<file path="config.mk">
export PLATFORM = sky130hd
export DESIGN_NAME = uvps_top
export DESIGN_NICKNAME = d
export VERILOG_FILES = /design/src/uvps_top.v
export VERILOG_INCLUDE_DIRS = /design/src /design/src/src
export SDC_FILE = /design/constraint.sdc
export NUM_CORES = 2
export LEC_CHECK = 0
export BUFFER_PORTS_ARGS = -buffer_cell sky130_fd_sc_hd__buf_4
export CAP_MARGIN = 20
export CORE_UTILIZATION = 32
export CTS_CLUSTER_DIAMETER = 50
export DETAILED_ROUTE_END_ITERATION = 16
export HOLD_SLACK_MARGIN = 0.02
export PLACE_DENSITY = 0.45
export SETUP_SLACK_MARGIN = 0.3
export SYNTH_ARGS = -nofsm -noshare
export SYNTH_HDL_FRONTEND = slang
export SYNTH_SLANG_ARGS = --single-unit
</file>
<file path="constraint.sdc">
create_clock -name clk -period 11.68 [get_ports clk]
set_input_delay 1.168 -clock clk [delete_from_list [all_inputs] [get_ports clk]]
set_output_delay 1.168 -clock clk [all_outputs]
set_load 0.03 [all_outputs]
</file>
<file path="src/uvps_map.vh">
// register offsets, reset values and timing figures of the undervoltage block
`ifndef UVPS_MAP_VH
`define UVPS_MAP_VH
`define UVPS_CLK_HZ         40000000
`define UVPS_TICK_HZ        1000
`define UVPS_FORCE_MIN      5
`define UVPS_A_PASS         8'h00
`define UVPS_A_FORCE        8'h04
`define UVPS_A_FVAL         8'h08
`define UVPS_A_GRP          8'h0C
`define UVPS_A_LOW_VOLTAGE_BLOCK_LIMIT        8'h10
`define UVPS_A_HYST         8'h14
`define UVPS_A_HOLD         8'h18
`define UVPS_A_SCALE        8'h1C
`define UVPS_A_STATUS       8'h20
`define UVPS_A_MIN_LINE_VOLTAGE_READOUT         8'h24
`define UVPS_A_CNTCLR       8'h28
`define UVPS_A_SCNT         8'h30
`define UVPS_A_TCNT         8'h40
`define UVPS_A_PPRIM        8'h50
`define UVPS_A_PICK         8'h80
`define UVPS_A_DLY          8'hC0
`define UVPS_N_CFG          12
`define UVPS_RST_PICK       16'h0258
`define UVPS_RST_DLY        16'h01F4
`define UVPS_RST_LOW_VOLTAGE_BLOCK_LIMIT      16'h0096
`define UVPS_RST_HYST       16'h001E
`define UVPS_RST_HOLD       16'h0000
`define UVPS_RST_SCALE      16'h0040
`define UVPS_SRC_NONE       3'h0
`define UVPS_SRC_DI         3'h1
`define UVPS_SRC_VI         3'h2
`define UVPS_SRC_LED        3'h3
`define UVPS_SRC_VO         3'h4
`define UVPS_SRC_FK         3'h5
`define UVPS_ST_IDLE        2'h0
`define UVPS_ST_BLOCKED     2'h1
`define UVPS_ST_STARTED     2'h2
`define UVPS_ST_TRIPPED     2'h3
`endif

</file>
<file path="src/uvps_top.v">
// three-stage definite-time undervoltage protection with register port
// Operation
// - start when smallest line-to-line voltage drops below the stage pick-up
// - trip once undervoltage persisted beyond the stage operate delay
// - external block input per stage suppresses operation
// - stage self-blocked while largest line voltage is below block limit
// - block limit of zero disables the self-blocking
// - three separately configured definite-time stages
// - four setting groups, selected by input or manually, group reported
// - group source: none, digital, virtual, indicator, virtual output, key
// - each stage reports idle, blocked, started or tripped
// - per-stage start and trip counters, clearable by software
// - one shared force flag, cleared automatically after five minutes
// - start and trip values writable only while force flag set
// - configuration writes need an active password authorisation
// - first stage alone has a release delay holding its outputs
// - minimum line voltage readout in primary volts
// - pick-up level also reported as primary-side value
`include "uvps_map.vh"
module uvps_top #(
  parameter [31:0] MS_CYCLES = `UVPS_CLK_HZ / `UVPS_TICK_HZ,
  parameter [31:0] FORCE_MS  = `UVPS_FORCE_MIN * 60 * `UVPS_TICK_HZ,
  parameter [31:0] PASS_KEY  = 32'h00005A5A  // arbitrary value
) (
  input  wire        clk,
  input  wire        rstn,
  input  wire        ce,
  input  wire [7:0]  addr,
  input  wire [31:0] wdata,
  input  wire        wr,
  input  wire        rd,
  output reg  [31:0] rdata,
  input  wire [15:0] u12,
  input  wire [15:0] u23,
  input  wire [15:0] u31,
  input  wire [2:0]  block_in,
  input  wire [1:0]  digital_input_source,
  input  wire [1:0]  virtual_input_source,
  input  wire [1:0]  indicator_source,
  input  wire [1:0]  virtual_output_source,
  input  wire [1:0]  function_key_source,
  output reg  [2:0]  start,
  output reg  [2:0]  trip,
  output reg  [1:0]  active_setting_group
);

  function [15:0] min2;
    input [15:0] a;
    input [15:0] b;
    begin
      min2 = (a < b) ? a : b;
    end
  endfunction

  function [15:0] max2;
    input [15:0] a;
    input [15:0] b;
    begin
      max2 = (a > b) ? a : b;
    end
  endfunction

  function [3:0] cidx;
    input [1:0] g;
    input [1:0] s;
    begin
      cidx = ({2'b00, g} << 1) + {2'b00, g} + {2'b00, s};
    end
  endfunction

  // percent-of-nominal to primary volts, scale is volts per unit
  function [31:0] prim;
    input [15:0] v;
    input [15:0] k;
    begin
      prim = {16'h0000, v} * {16'h0000, k};
    end
  endfunction

  reg  [15:0] pick [0:`UVPS_N_CFG-1];
  reg  [15:0] dly  [0:`UVPS_N_CFG-1];
  reg  [15:0] low_voltage_block_limit;
  reg  [15:0] hyst;
  reg  [15:0] hold;
  reg  [15:0] scale;
  reg  [2:0]  group_select_source;
  reg  [1:0]  manual_group;
  reg         auth;
  reg         force_on;
  reg  [18:0] force_ms;
  reg  [2:0]  fstart;
  reg  [2:0]  ftrip;
  reg  [31:0] ms_cnt;
  reg         tick;
  reg  [9:0]  gs1;
  reg  [9:0]  gs2;
  reg  [9:0]  gs3;
  reg  [9:0]  gsel;
  reg  [15:0] tmr [0:2];
  reg  [15:0] hold_cnt;
  reg  [2:0]  st_start;
  reg  [2:0]  st_trip;
  reg  [15:0] start_event_count [0:2];
  reg  [15:0] trip_event_count  [0:2];
  reg  [31:0] min_line_voltage_readout;
  reg  [2:0]  under;
  reg  [2:0]  blk;
  reg  [2:0]  expired;
  reg  [1:0]  next_group;
  reg  [2:0]  next_start;
  reg  [2:0]  next_trip;
  reg  [31:0] next_rdata;
  reg  [16:0] rel_lvl;
  reg  [15:0] p;
  wire [15:0] umin = min2(min2(u12, u23), u31);
  wire [15:0] umax = max2(max2(u12, u23), u31);
  wire        lv_blk = (low_voltage_block_limit != 16'h0000) && (umax < low_voltage_block_limit);
  wire        cfg_wr = wr && auth;
  wire        fval_wr = wr && (addr == `UVPS_A_FVAL) && force_on;
  wire [2:0]  cond = under & ~blk;
  integer     i;
  integer     j;
  integer     k;
  integer     n;

  // stage comparators and group choice
  always @* begin
    rel_lvl = 17'h00000;
    p = 16'h0000;
    for (i = 0; i < 3; i = i + 1) begin
      p = pick[cidx(active_setting_group, i[1:0])];
      rel_lvl = {1'b0, p} + {1'b0, hyst};
      blk[i] = block_in[i] | lv_blk;
      if (st_start[i]) begin
        under[i] = {1'b0, umin} <= rel_lvl;
      end else begin
        under[i] = umin < p;
      end
      expired[i] = tmr[i] >= dly[cidx(active_setting_group, i[1:0])];
    end
    case (group_select_source)
      `UVPS_SRC_DI:  next_group = gsel[1:0];
      `UVPS_SRC_VI:  next_group = gsel[3:2];
      `UVPS_SRC_LED: next_group = gsel[5:4];
      `UVPS_SRC_VO:  next_group = gsel[7:6];
      `UVPS_SRC_FK:  next_group = gsel[9:8];
      default:       next_group = manual_group;
    endcase
    next_start = force_on ? fstart : st_start;
    next_trip = force_on ? ftrip : st_trip;
  end

  // register read decode
  always @* begin
    next_rdata = 32'h00000000;
    case (addr)
      `UVPS_A_PASS:   next_rdata = {31'h00000000, auth};
      `UVPS_A_FORCE:  next_rdata = {31'h00000000, force_on};
      `UVPS_A_FVAL:   next_rdata = {26'h0000000, trip, start};
      `UVPS_A_GRP:    next_rdata = {21'h000000,
                                    {1'b0, active_setting_group} + 3'h1,
                                    2'h0, manual_group, 1'b0,
                                    group_select_source};
      `UVPS_A_LOW_VOLTAGE_BLOCK_LIMIT:  next_rdata = {16'h0000, low_voltage_block_limit};
      `UVPS_A_HYST:   next_rdata = {16'h0000, hyst};
      `UVPS_A_HOLD:   next_rdata = {16'h0000, hold};
      `UVPS_A_SCALE:  next_rdata = {16'h0000, scale};
      `UVPS_A_STATUS: begin
        for (j = 0; j < 3; j = j + 1) begin
          next_rdata[2*j +: 2] = trip[j] ? `UVPS_ST_TRIPPED :
                                 start[j] ? `UVPS_ST_STARTED :
                                 blk[j] ? `UVPS_ST_BLOCKED : `UVPS_ST_IDLE;
        end
      end
      `UVPS_A_MIN_LINE_VOLTAGE_READOUT:   next_rdata = min_line_voltage_readout;
      default: begin
        for (j = 0; j < 3; j = j + 1) begin
          if (addr == `UVPS_A_SCNT + 8'h04 * j[7:0])
            next_rdata = {16'h0000, start_event_count[j]};
          if (addr == `UVPS_A_TCNT + 8'h04 * j[7:0])
            next_rdata = {16'h0000, trip_event_count[j]};
          if (addr == `UVPS_A_PPRIM + 8'h04 * j[7:0])
            next_rdata = prim(pick[cidx(active_setting_group, j[1:0])],
                              scale);
        end
        for (j = 0; j < `UVPS_N_CFG; j = j + 1) begin
          if (addr == `UVPS_A_PICK + 8'h04 * j[7:0])
            next_rdata = {16'h0000, pick[j]};
          if (addr == `UVPS_A_DLY + 8'h04 * j[7:0])
            next_rdata = {16'h0000, dly[j]};
        end
      end
    endcase
  end

  // bus registers, force flag, tick and input filters
  always @(posedge clk or negedge rstn) begin
    if (!rstn) begin
      for (k = 0; k < `UVPS_N_CFG; k = k + 1) begin
        pick[k] <= `UVPS_RST_PICK;
        dly[k] <= `UVPS_RST_DLY;
      end
      low_voltage_block_limit <= `UVPS_RST_LOW_VOLTAGE_BLOCK_LIMIT;
      hyst <= `UVPS_RST_HYST;
      hold <= `UVPS_RST_HOLD;
      scale <= `UVPS_RST_SCALE;
      group_select_source <= `UVPS_SRC_NONE;
      manual_group <= 2'h0;
      auth <= 1'b0;
      force_on <= 1'b0;
      force_ms <= 19'h00000;
      fstart <= 3'h0;
      ftrip <= 3'h0;
      ms_cnt <= 32'h00000000;
      tick <= 1'b0;
      gs1 <= 10'h000;
      gs2 <= 10'h000;
      gs3 <= 10'h000;
      gsel <= 10'h000;
      rdata <= 32'h00000000;
      active_setting_group <= 2'h0;
      min_line_voltage_readout <= 32'h00000000;
    end else if (ce) begin
      tick <= (ms_cnt == MS_CYCLES - 32'h1);
      ms_cnt <= (ms_cnt == MS_CYCLES - 32'h1) ? 32'h0 : ms_cnt + 32'h1;
      gs1 <= {function_key_source, virtual_output_source,
              indicator_source, virtual_input_source, digital_input_source};
      gs2 <= gs1;
      gs3 <= gs2;
      // accept a level only when the last two samples agree
      gsel <= (gs2 & gs3) | (gsel & (gs2 ^ gs3));
      active_setting_group <= next_group;
      min_line_voltage_readout <= prim(umin, scale);
      rdata <= rd ? next_rdata : 32'h00000000;
      if (force_on && tick) begin
        force_ms <= force_ms + 19'h1;
        if ({13'h0000, force_ms} == FORCE_MS - 32'h1) begin
          force_on <= 1'b0;
        end
      end
      if (wr && addr == `UVPS_A_PASS)
        auth <= (wdata == PASS_KEY);
      // a set written in the timeout cycle wins and restarts the count
      if (cfg_wr && addr == `UVPS_A_FORCE) begin
        force_on <= wdata[0];
        force_ms <= 19'h00000;
      end
      if (fval_wr) begin
        fstart <= wdata[2:0];
        ftrip <= wdata[5:3];
      end
      if (cfg_wr) begin
        case (addr)
          `UVPS_A_GRP: begin
            group_select_source <= wdata[2:0];
            manual_group <= wdata[5:4];
          end
          `UVPS_A_LOW_VOLTAGE_BLOCK_LIMIT: low_voltage_block_limit <= wdata[15:0];
          `UVPS_A_HYST:  hyst <= wdata[15:0];
          `UVPS_A_HOLD:  hold <= wdata[15:0];
          `UVPS_A_SCALE: scale <= wdata[15:0];
          default: begin
            for (k = 0; k < `UVPS_N_CFG; k = k + 1) begin
              if (addr == `UVPS_A_PICK + 8'h04 * k[7:0])
                pick[k] <= wdata[15:0];
              if (addr == `UVPS_A_DLY + 8'h04 * k[7:0])
                dly[k] <= wdata[15:0];
            end
          end
        endcase
      end
    end
  end

  // stage timers, outputs and event counters
  always @(posedge clk or negedge rstn) begin
    if (!rstn) begin
      for (n = 0; n < 3; n = n + 1) begin
        tmr[n] <= 16'h0000;
        start_event_count[n] <= 16'h0000;
        trip_event_count[n] <= 16'h0000;
      end
      hold_cnt <= 16'h0000;
      st_start <= 3'h0;
      st_trip <= 3'h0;
      start <= 3'h0;
      trip <= 3'h0;
    end else if (ce) begin
      if (cond[0]) begin
        hold_cnt <= hold;
      end else if (tick && hold_cnt != 16'h0000) begin
        hold_cnt <= hold_cnt - 16'h0001;
      end
      for (n = 0; n < 3; n = n + 1) begin
        if (cond[n]) begin
          st_start[n] <= 1'b1;
          if (tick && !expired[n])
            tmr[n] <= tmr[n] + 16'h0001;
          if (expired[n])
            st_trip[n] <= 1'b1;
        end else begin
          tmr[n] <= 16'h0000;
          // only the first stage keeps its outputs through the hold time
          if (n != 0 || hold_cnt == 16'h0000) begin
            st_start[n] <= 1'b0;
            st_trip[n] <= 1'b0;
          end
        end
        // a rising edge in the clear cycle still counts: set wins
        if (next_start[n] && !start[n]) begin
          start_event_count[n] <= (wr && addr == `UVPS_A_CNTCLR &&
                                   wdata[n]) ? 16'h0001 :
                                  start_event_count[n] + 16'h0001;
        end else if (wr && addr == `UVPS_A_CNTCLR && wdata[n]) begin
          start_event_count[n] <= 16'h0000;
        end
        if (next_trip[n] && !trip[n]) begin
          trip_event_count[n] <= (wr && addr == `UVPS_A_CNTCLR &&
                                  wdata[n+3]) ? 16'h0001 :
                                 trip_event_count[n] + 16'h0001;
        end else if (wr && addr == `UVPS_A_CNTCLR && wdata[n+3]) begin
          trip_event_count[n] <= 16'h0000;
        end
      end
      start <= next_start;
      trip <= next_trip;
    end
  end

endmodule // uvps_top

</file>
==> key figures <==
Logic synthesis
  • Mapped Area: between 0.08 and 0.09 mm²
  • FFs w/ async S/R, synth: 100.0%
  • Warnings, synthesis: 0
  • Synth Instances: 9005
  • Post-synth top area cell: dfrtp_1
  • Sequential element share of the synthesized area: 23.05%
  • Synth cell count leaders: inv_1, nand2_1, fa_1
  • Most common cell in the netlist: inv_1
  • Yosys reg bits: 791
  • Post-synth top flop: dfrtp_1
  • Post-synth top area share: about a fifth
  • EDFF count, synth: 0
  • Post-Syn Area per Cell: 9.615 µm²
  • Post-Syn Nets: around 11000
  • Top post-synthesis cells by area: dfrtp_1, fa_1, ha_1, mux2_2, mux4_2
  • Yosys cell types: 98

Critical path
  • Crit path max-delay cell type: fa_1
  • Critical path capture point type: flip-flop
  • Worst Path Required: 12.37 ns
  • Arr. time, crit path: roughly 12 ns
  • CP startpoint kind: input pin
  • Worst-path fanout max: 18
  • Max stage delay on crit path: 0.56 ns
  • Crit Path Class: input pin to flip-flop

Pwr
  • PwrDens: 84.28 mW/mm²
  • Peak supply drop: between 100 and 150 µV
  • P_leak: between 40 and 50 nW

CTS
  • CTS Buffer Depth: 3
  • H-tree depth: 3
  • Insertion delay to the later sink of the worst-skew pair: 0.81 ns
  • Clock-pin slew on the worst setup and hold paths: 0.06 ns
  • TritonCTS Buffers: 119
  • Clock root buffer: clkbuf_16
  • Clock Sinks: ~790
  • CTS tree: built

Routing
  • Via count: 73440
  • DRT iter0 DRCs: about 7500
  • Post-route DRC: 0
  • Routed len/inst: 30.52 µm
  • Drt total wl: 388.0 mm
  • Detail Route Antenna Nets: 0
  • Drt pass-1 iters: 7
  • DR vias/cell: 5.776

Layout
  • Fill cells: ~27000
  • Nets: 10620
  • Area growth, synth to finish: 12.42%
  • Layout cells sized above 1: 18.23%

Timing
  • Max-slew violation count: 0
  • Slew @ Worst Pin: 1.311 ns
  • Setup TNS: 0 ns
  • Final worst path period share: between 90% and 100%
  • Final Hold Vio Count: 0
  • Final hold slack: 0.3404 ns
  • Final Setup Violations: 0
  • Max Freq: 92.13 MHz
  • Setup Skew: slightly below 0.1 ns
  • Minimum clock period: 10.85 ns
  • Max-slew headroom: around an eighth
  • RSZ-0062 raised after global routing: no

Min path
  • Min-Delay Path Class: input pin to asynchronous set/reset pin

Placed design
  • HPWL Detailed: around 300 mm
  • Routability congestion estimate: ~1.0
  • Count of input and output buffers: 145

GRT
  • Initial antenna violation count: 33
  • Vias in the first global route: 74780
  • First-pass GRT wire length: 554.6 mm
  • Gr ovfl total: 0
  • Largest net degree at the start of global routing: 141
  • GR Util All Layers: 28.28%

Die
  • Die Y-Extent: about 520 µm
  • Initial Util: 32.26%
  • Die X: about 520 µm
  • DIE AREA: 0.2727 mm²
  • # rows: between 150 and 200
  • CORE AREA: about 0.27 mm²
  • I/O pin count: about 150

Job
  • Max Cap Violations: 0

Run status
  • Status: finished, final reports clean
==> worst max-delay path, delay by kind of cell <==
kind	cells	cell delay, ns
simple gates	8	2.02
fa+ha+maj	9	3.81
xor+xnor	1	0.08
compound gates	12	2.88
buf+inv	10	0.94
mux	2	0.61
==> worst paths after layout <==
path / from / end / slack, ns / cells after the start
hold / removal: rstn / dly[122] / 0.34 / 1
min in group clk: ms_cnt[31] / ms_cnt[31] / 0.47 / 1
setup / recovery: u23[13] / min_line_voltage_readout[30] / 0.83 / 42
setup reg to reg: active_setting_group[0] / rdata[8] / 1.18 / 28
hold reg to reg: ms_cnt[31] / ms_cnt[31] / 0.47 / 1
max in group asynchronous: rstn / trip_event_count[25] / 9.03 / 3
==> metal layers <==
layer	up-vias	part of all wire, %	global-route usage (%)	wire length [µm]
met5	-	0.016	0	64
met4	10	6.4	15.49	25020
met3	870	8.6	7.044	33330
li1	31040	-	-	-
met1	38170	41	36.44	159600
met2	3351	44	43.35	170000
==> layout by cell type, fill, tap and decap left out, drive strengths merged, types with 138 or more instances in the layout <==
master / synthesis / final
nand2: 1027 / 1027
inv: 1088 / 1115
a21oi: 371 / 371
clkbuf: 411 / 138
o21ai: 390 / 390
ha: 693 / 693
mux4: 224 / 224
mux2: 538 / 538
buf: 82 / 406
fa: 779 / 779
dfrtp: 662 / 662
and2: 460 / 460
nor2: 443 / 443
==> what timing repair did <==
item,CTS,global route
buffers inserted,0,7
endpoints found under the setup margin,0,6
hold buffers,0,0
gates resized for setup,0,1
==> sequential cells by signal (all words and copies together) (netlist names), 19 cells and up <==
| signal | cells |
|---|---|
| rdata | 32 |
| force_ms | 19 |
| tmr | 48 |
| trip_event_count | 48 |
| min_line_voltage_readout | 32 |
| pick | 192 |
| dly | 192 |
| start_event_count | 48 |
| ms_cnt | 32 |
==> cell type report <==
type | instances | area (µm²) | share of cell area [%]
sequential | 791 | 19980 | 20.52
inverter | 1090 | 4094 | 4.206
clock buffer | 137 | 3146 | 3.231
timing repair buffer | 407 | 3309 | 3.400
tap | 3552 | 4444 | 4.566
multi-input combinational | 6631 | 61210 | 62.88
antenna | 16 | 40.04 | 0.04113
clock inverter | 90 | 1117 | 1.148
==> cells by family after synthesis <==
logic type | after synthesis | synth area share (%)
compound gates | 1528 | 11.54
xor+xnor | 230 | 2.326
fa+ha+maj | 1472 | 28.02
buf+inv | 1583 | 6.935
flops | 791 | 23.05
mux | 892 | 14.33
simple gates | 2509 | 13.80
==> power by group <==
group          total [W]  internal, W  switching (W)
registers        0.00302      0.00286       0.000163
clock network    0.00391      0.00230        0.00161
logic            0.00127     0.000426       0.000844
==> stage by stage <==
step / power, W / utilization (%) / area (µm²) / setup slack [ns] / cells
CTS: 0.008237 / 36.20 / 97150 / 0.4411 / 12690
finish: 0.008204 / 36.27 / 97340 / 0.8263 / 12710
floorplan: 0.003714 / - / 86590 / 0.3670 / 9005
detailed placement: 0.004304 / 34.61 / 92890 / -0.4230 / 12460
global route: 0.008490 / 36.25 / 97300 / 0.2875 / 12700
global placement: 0.004282 / 34.54 / 92720 / -0.4419 / 12450
Note: power is estimated with default switching activity, not from simulation.
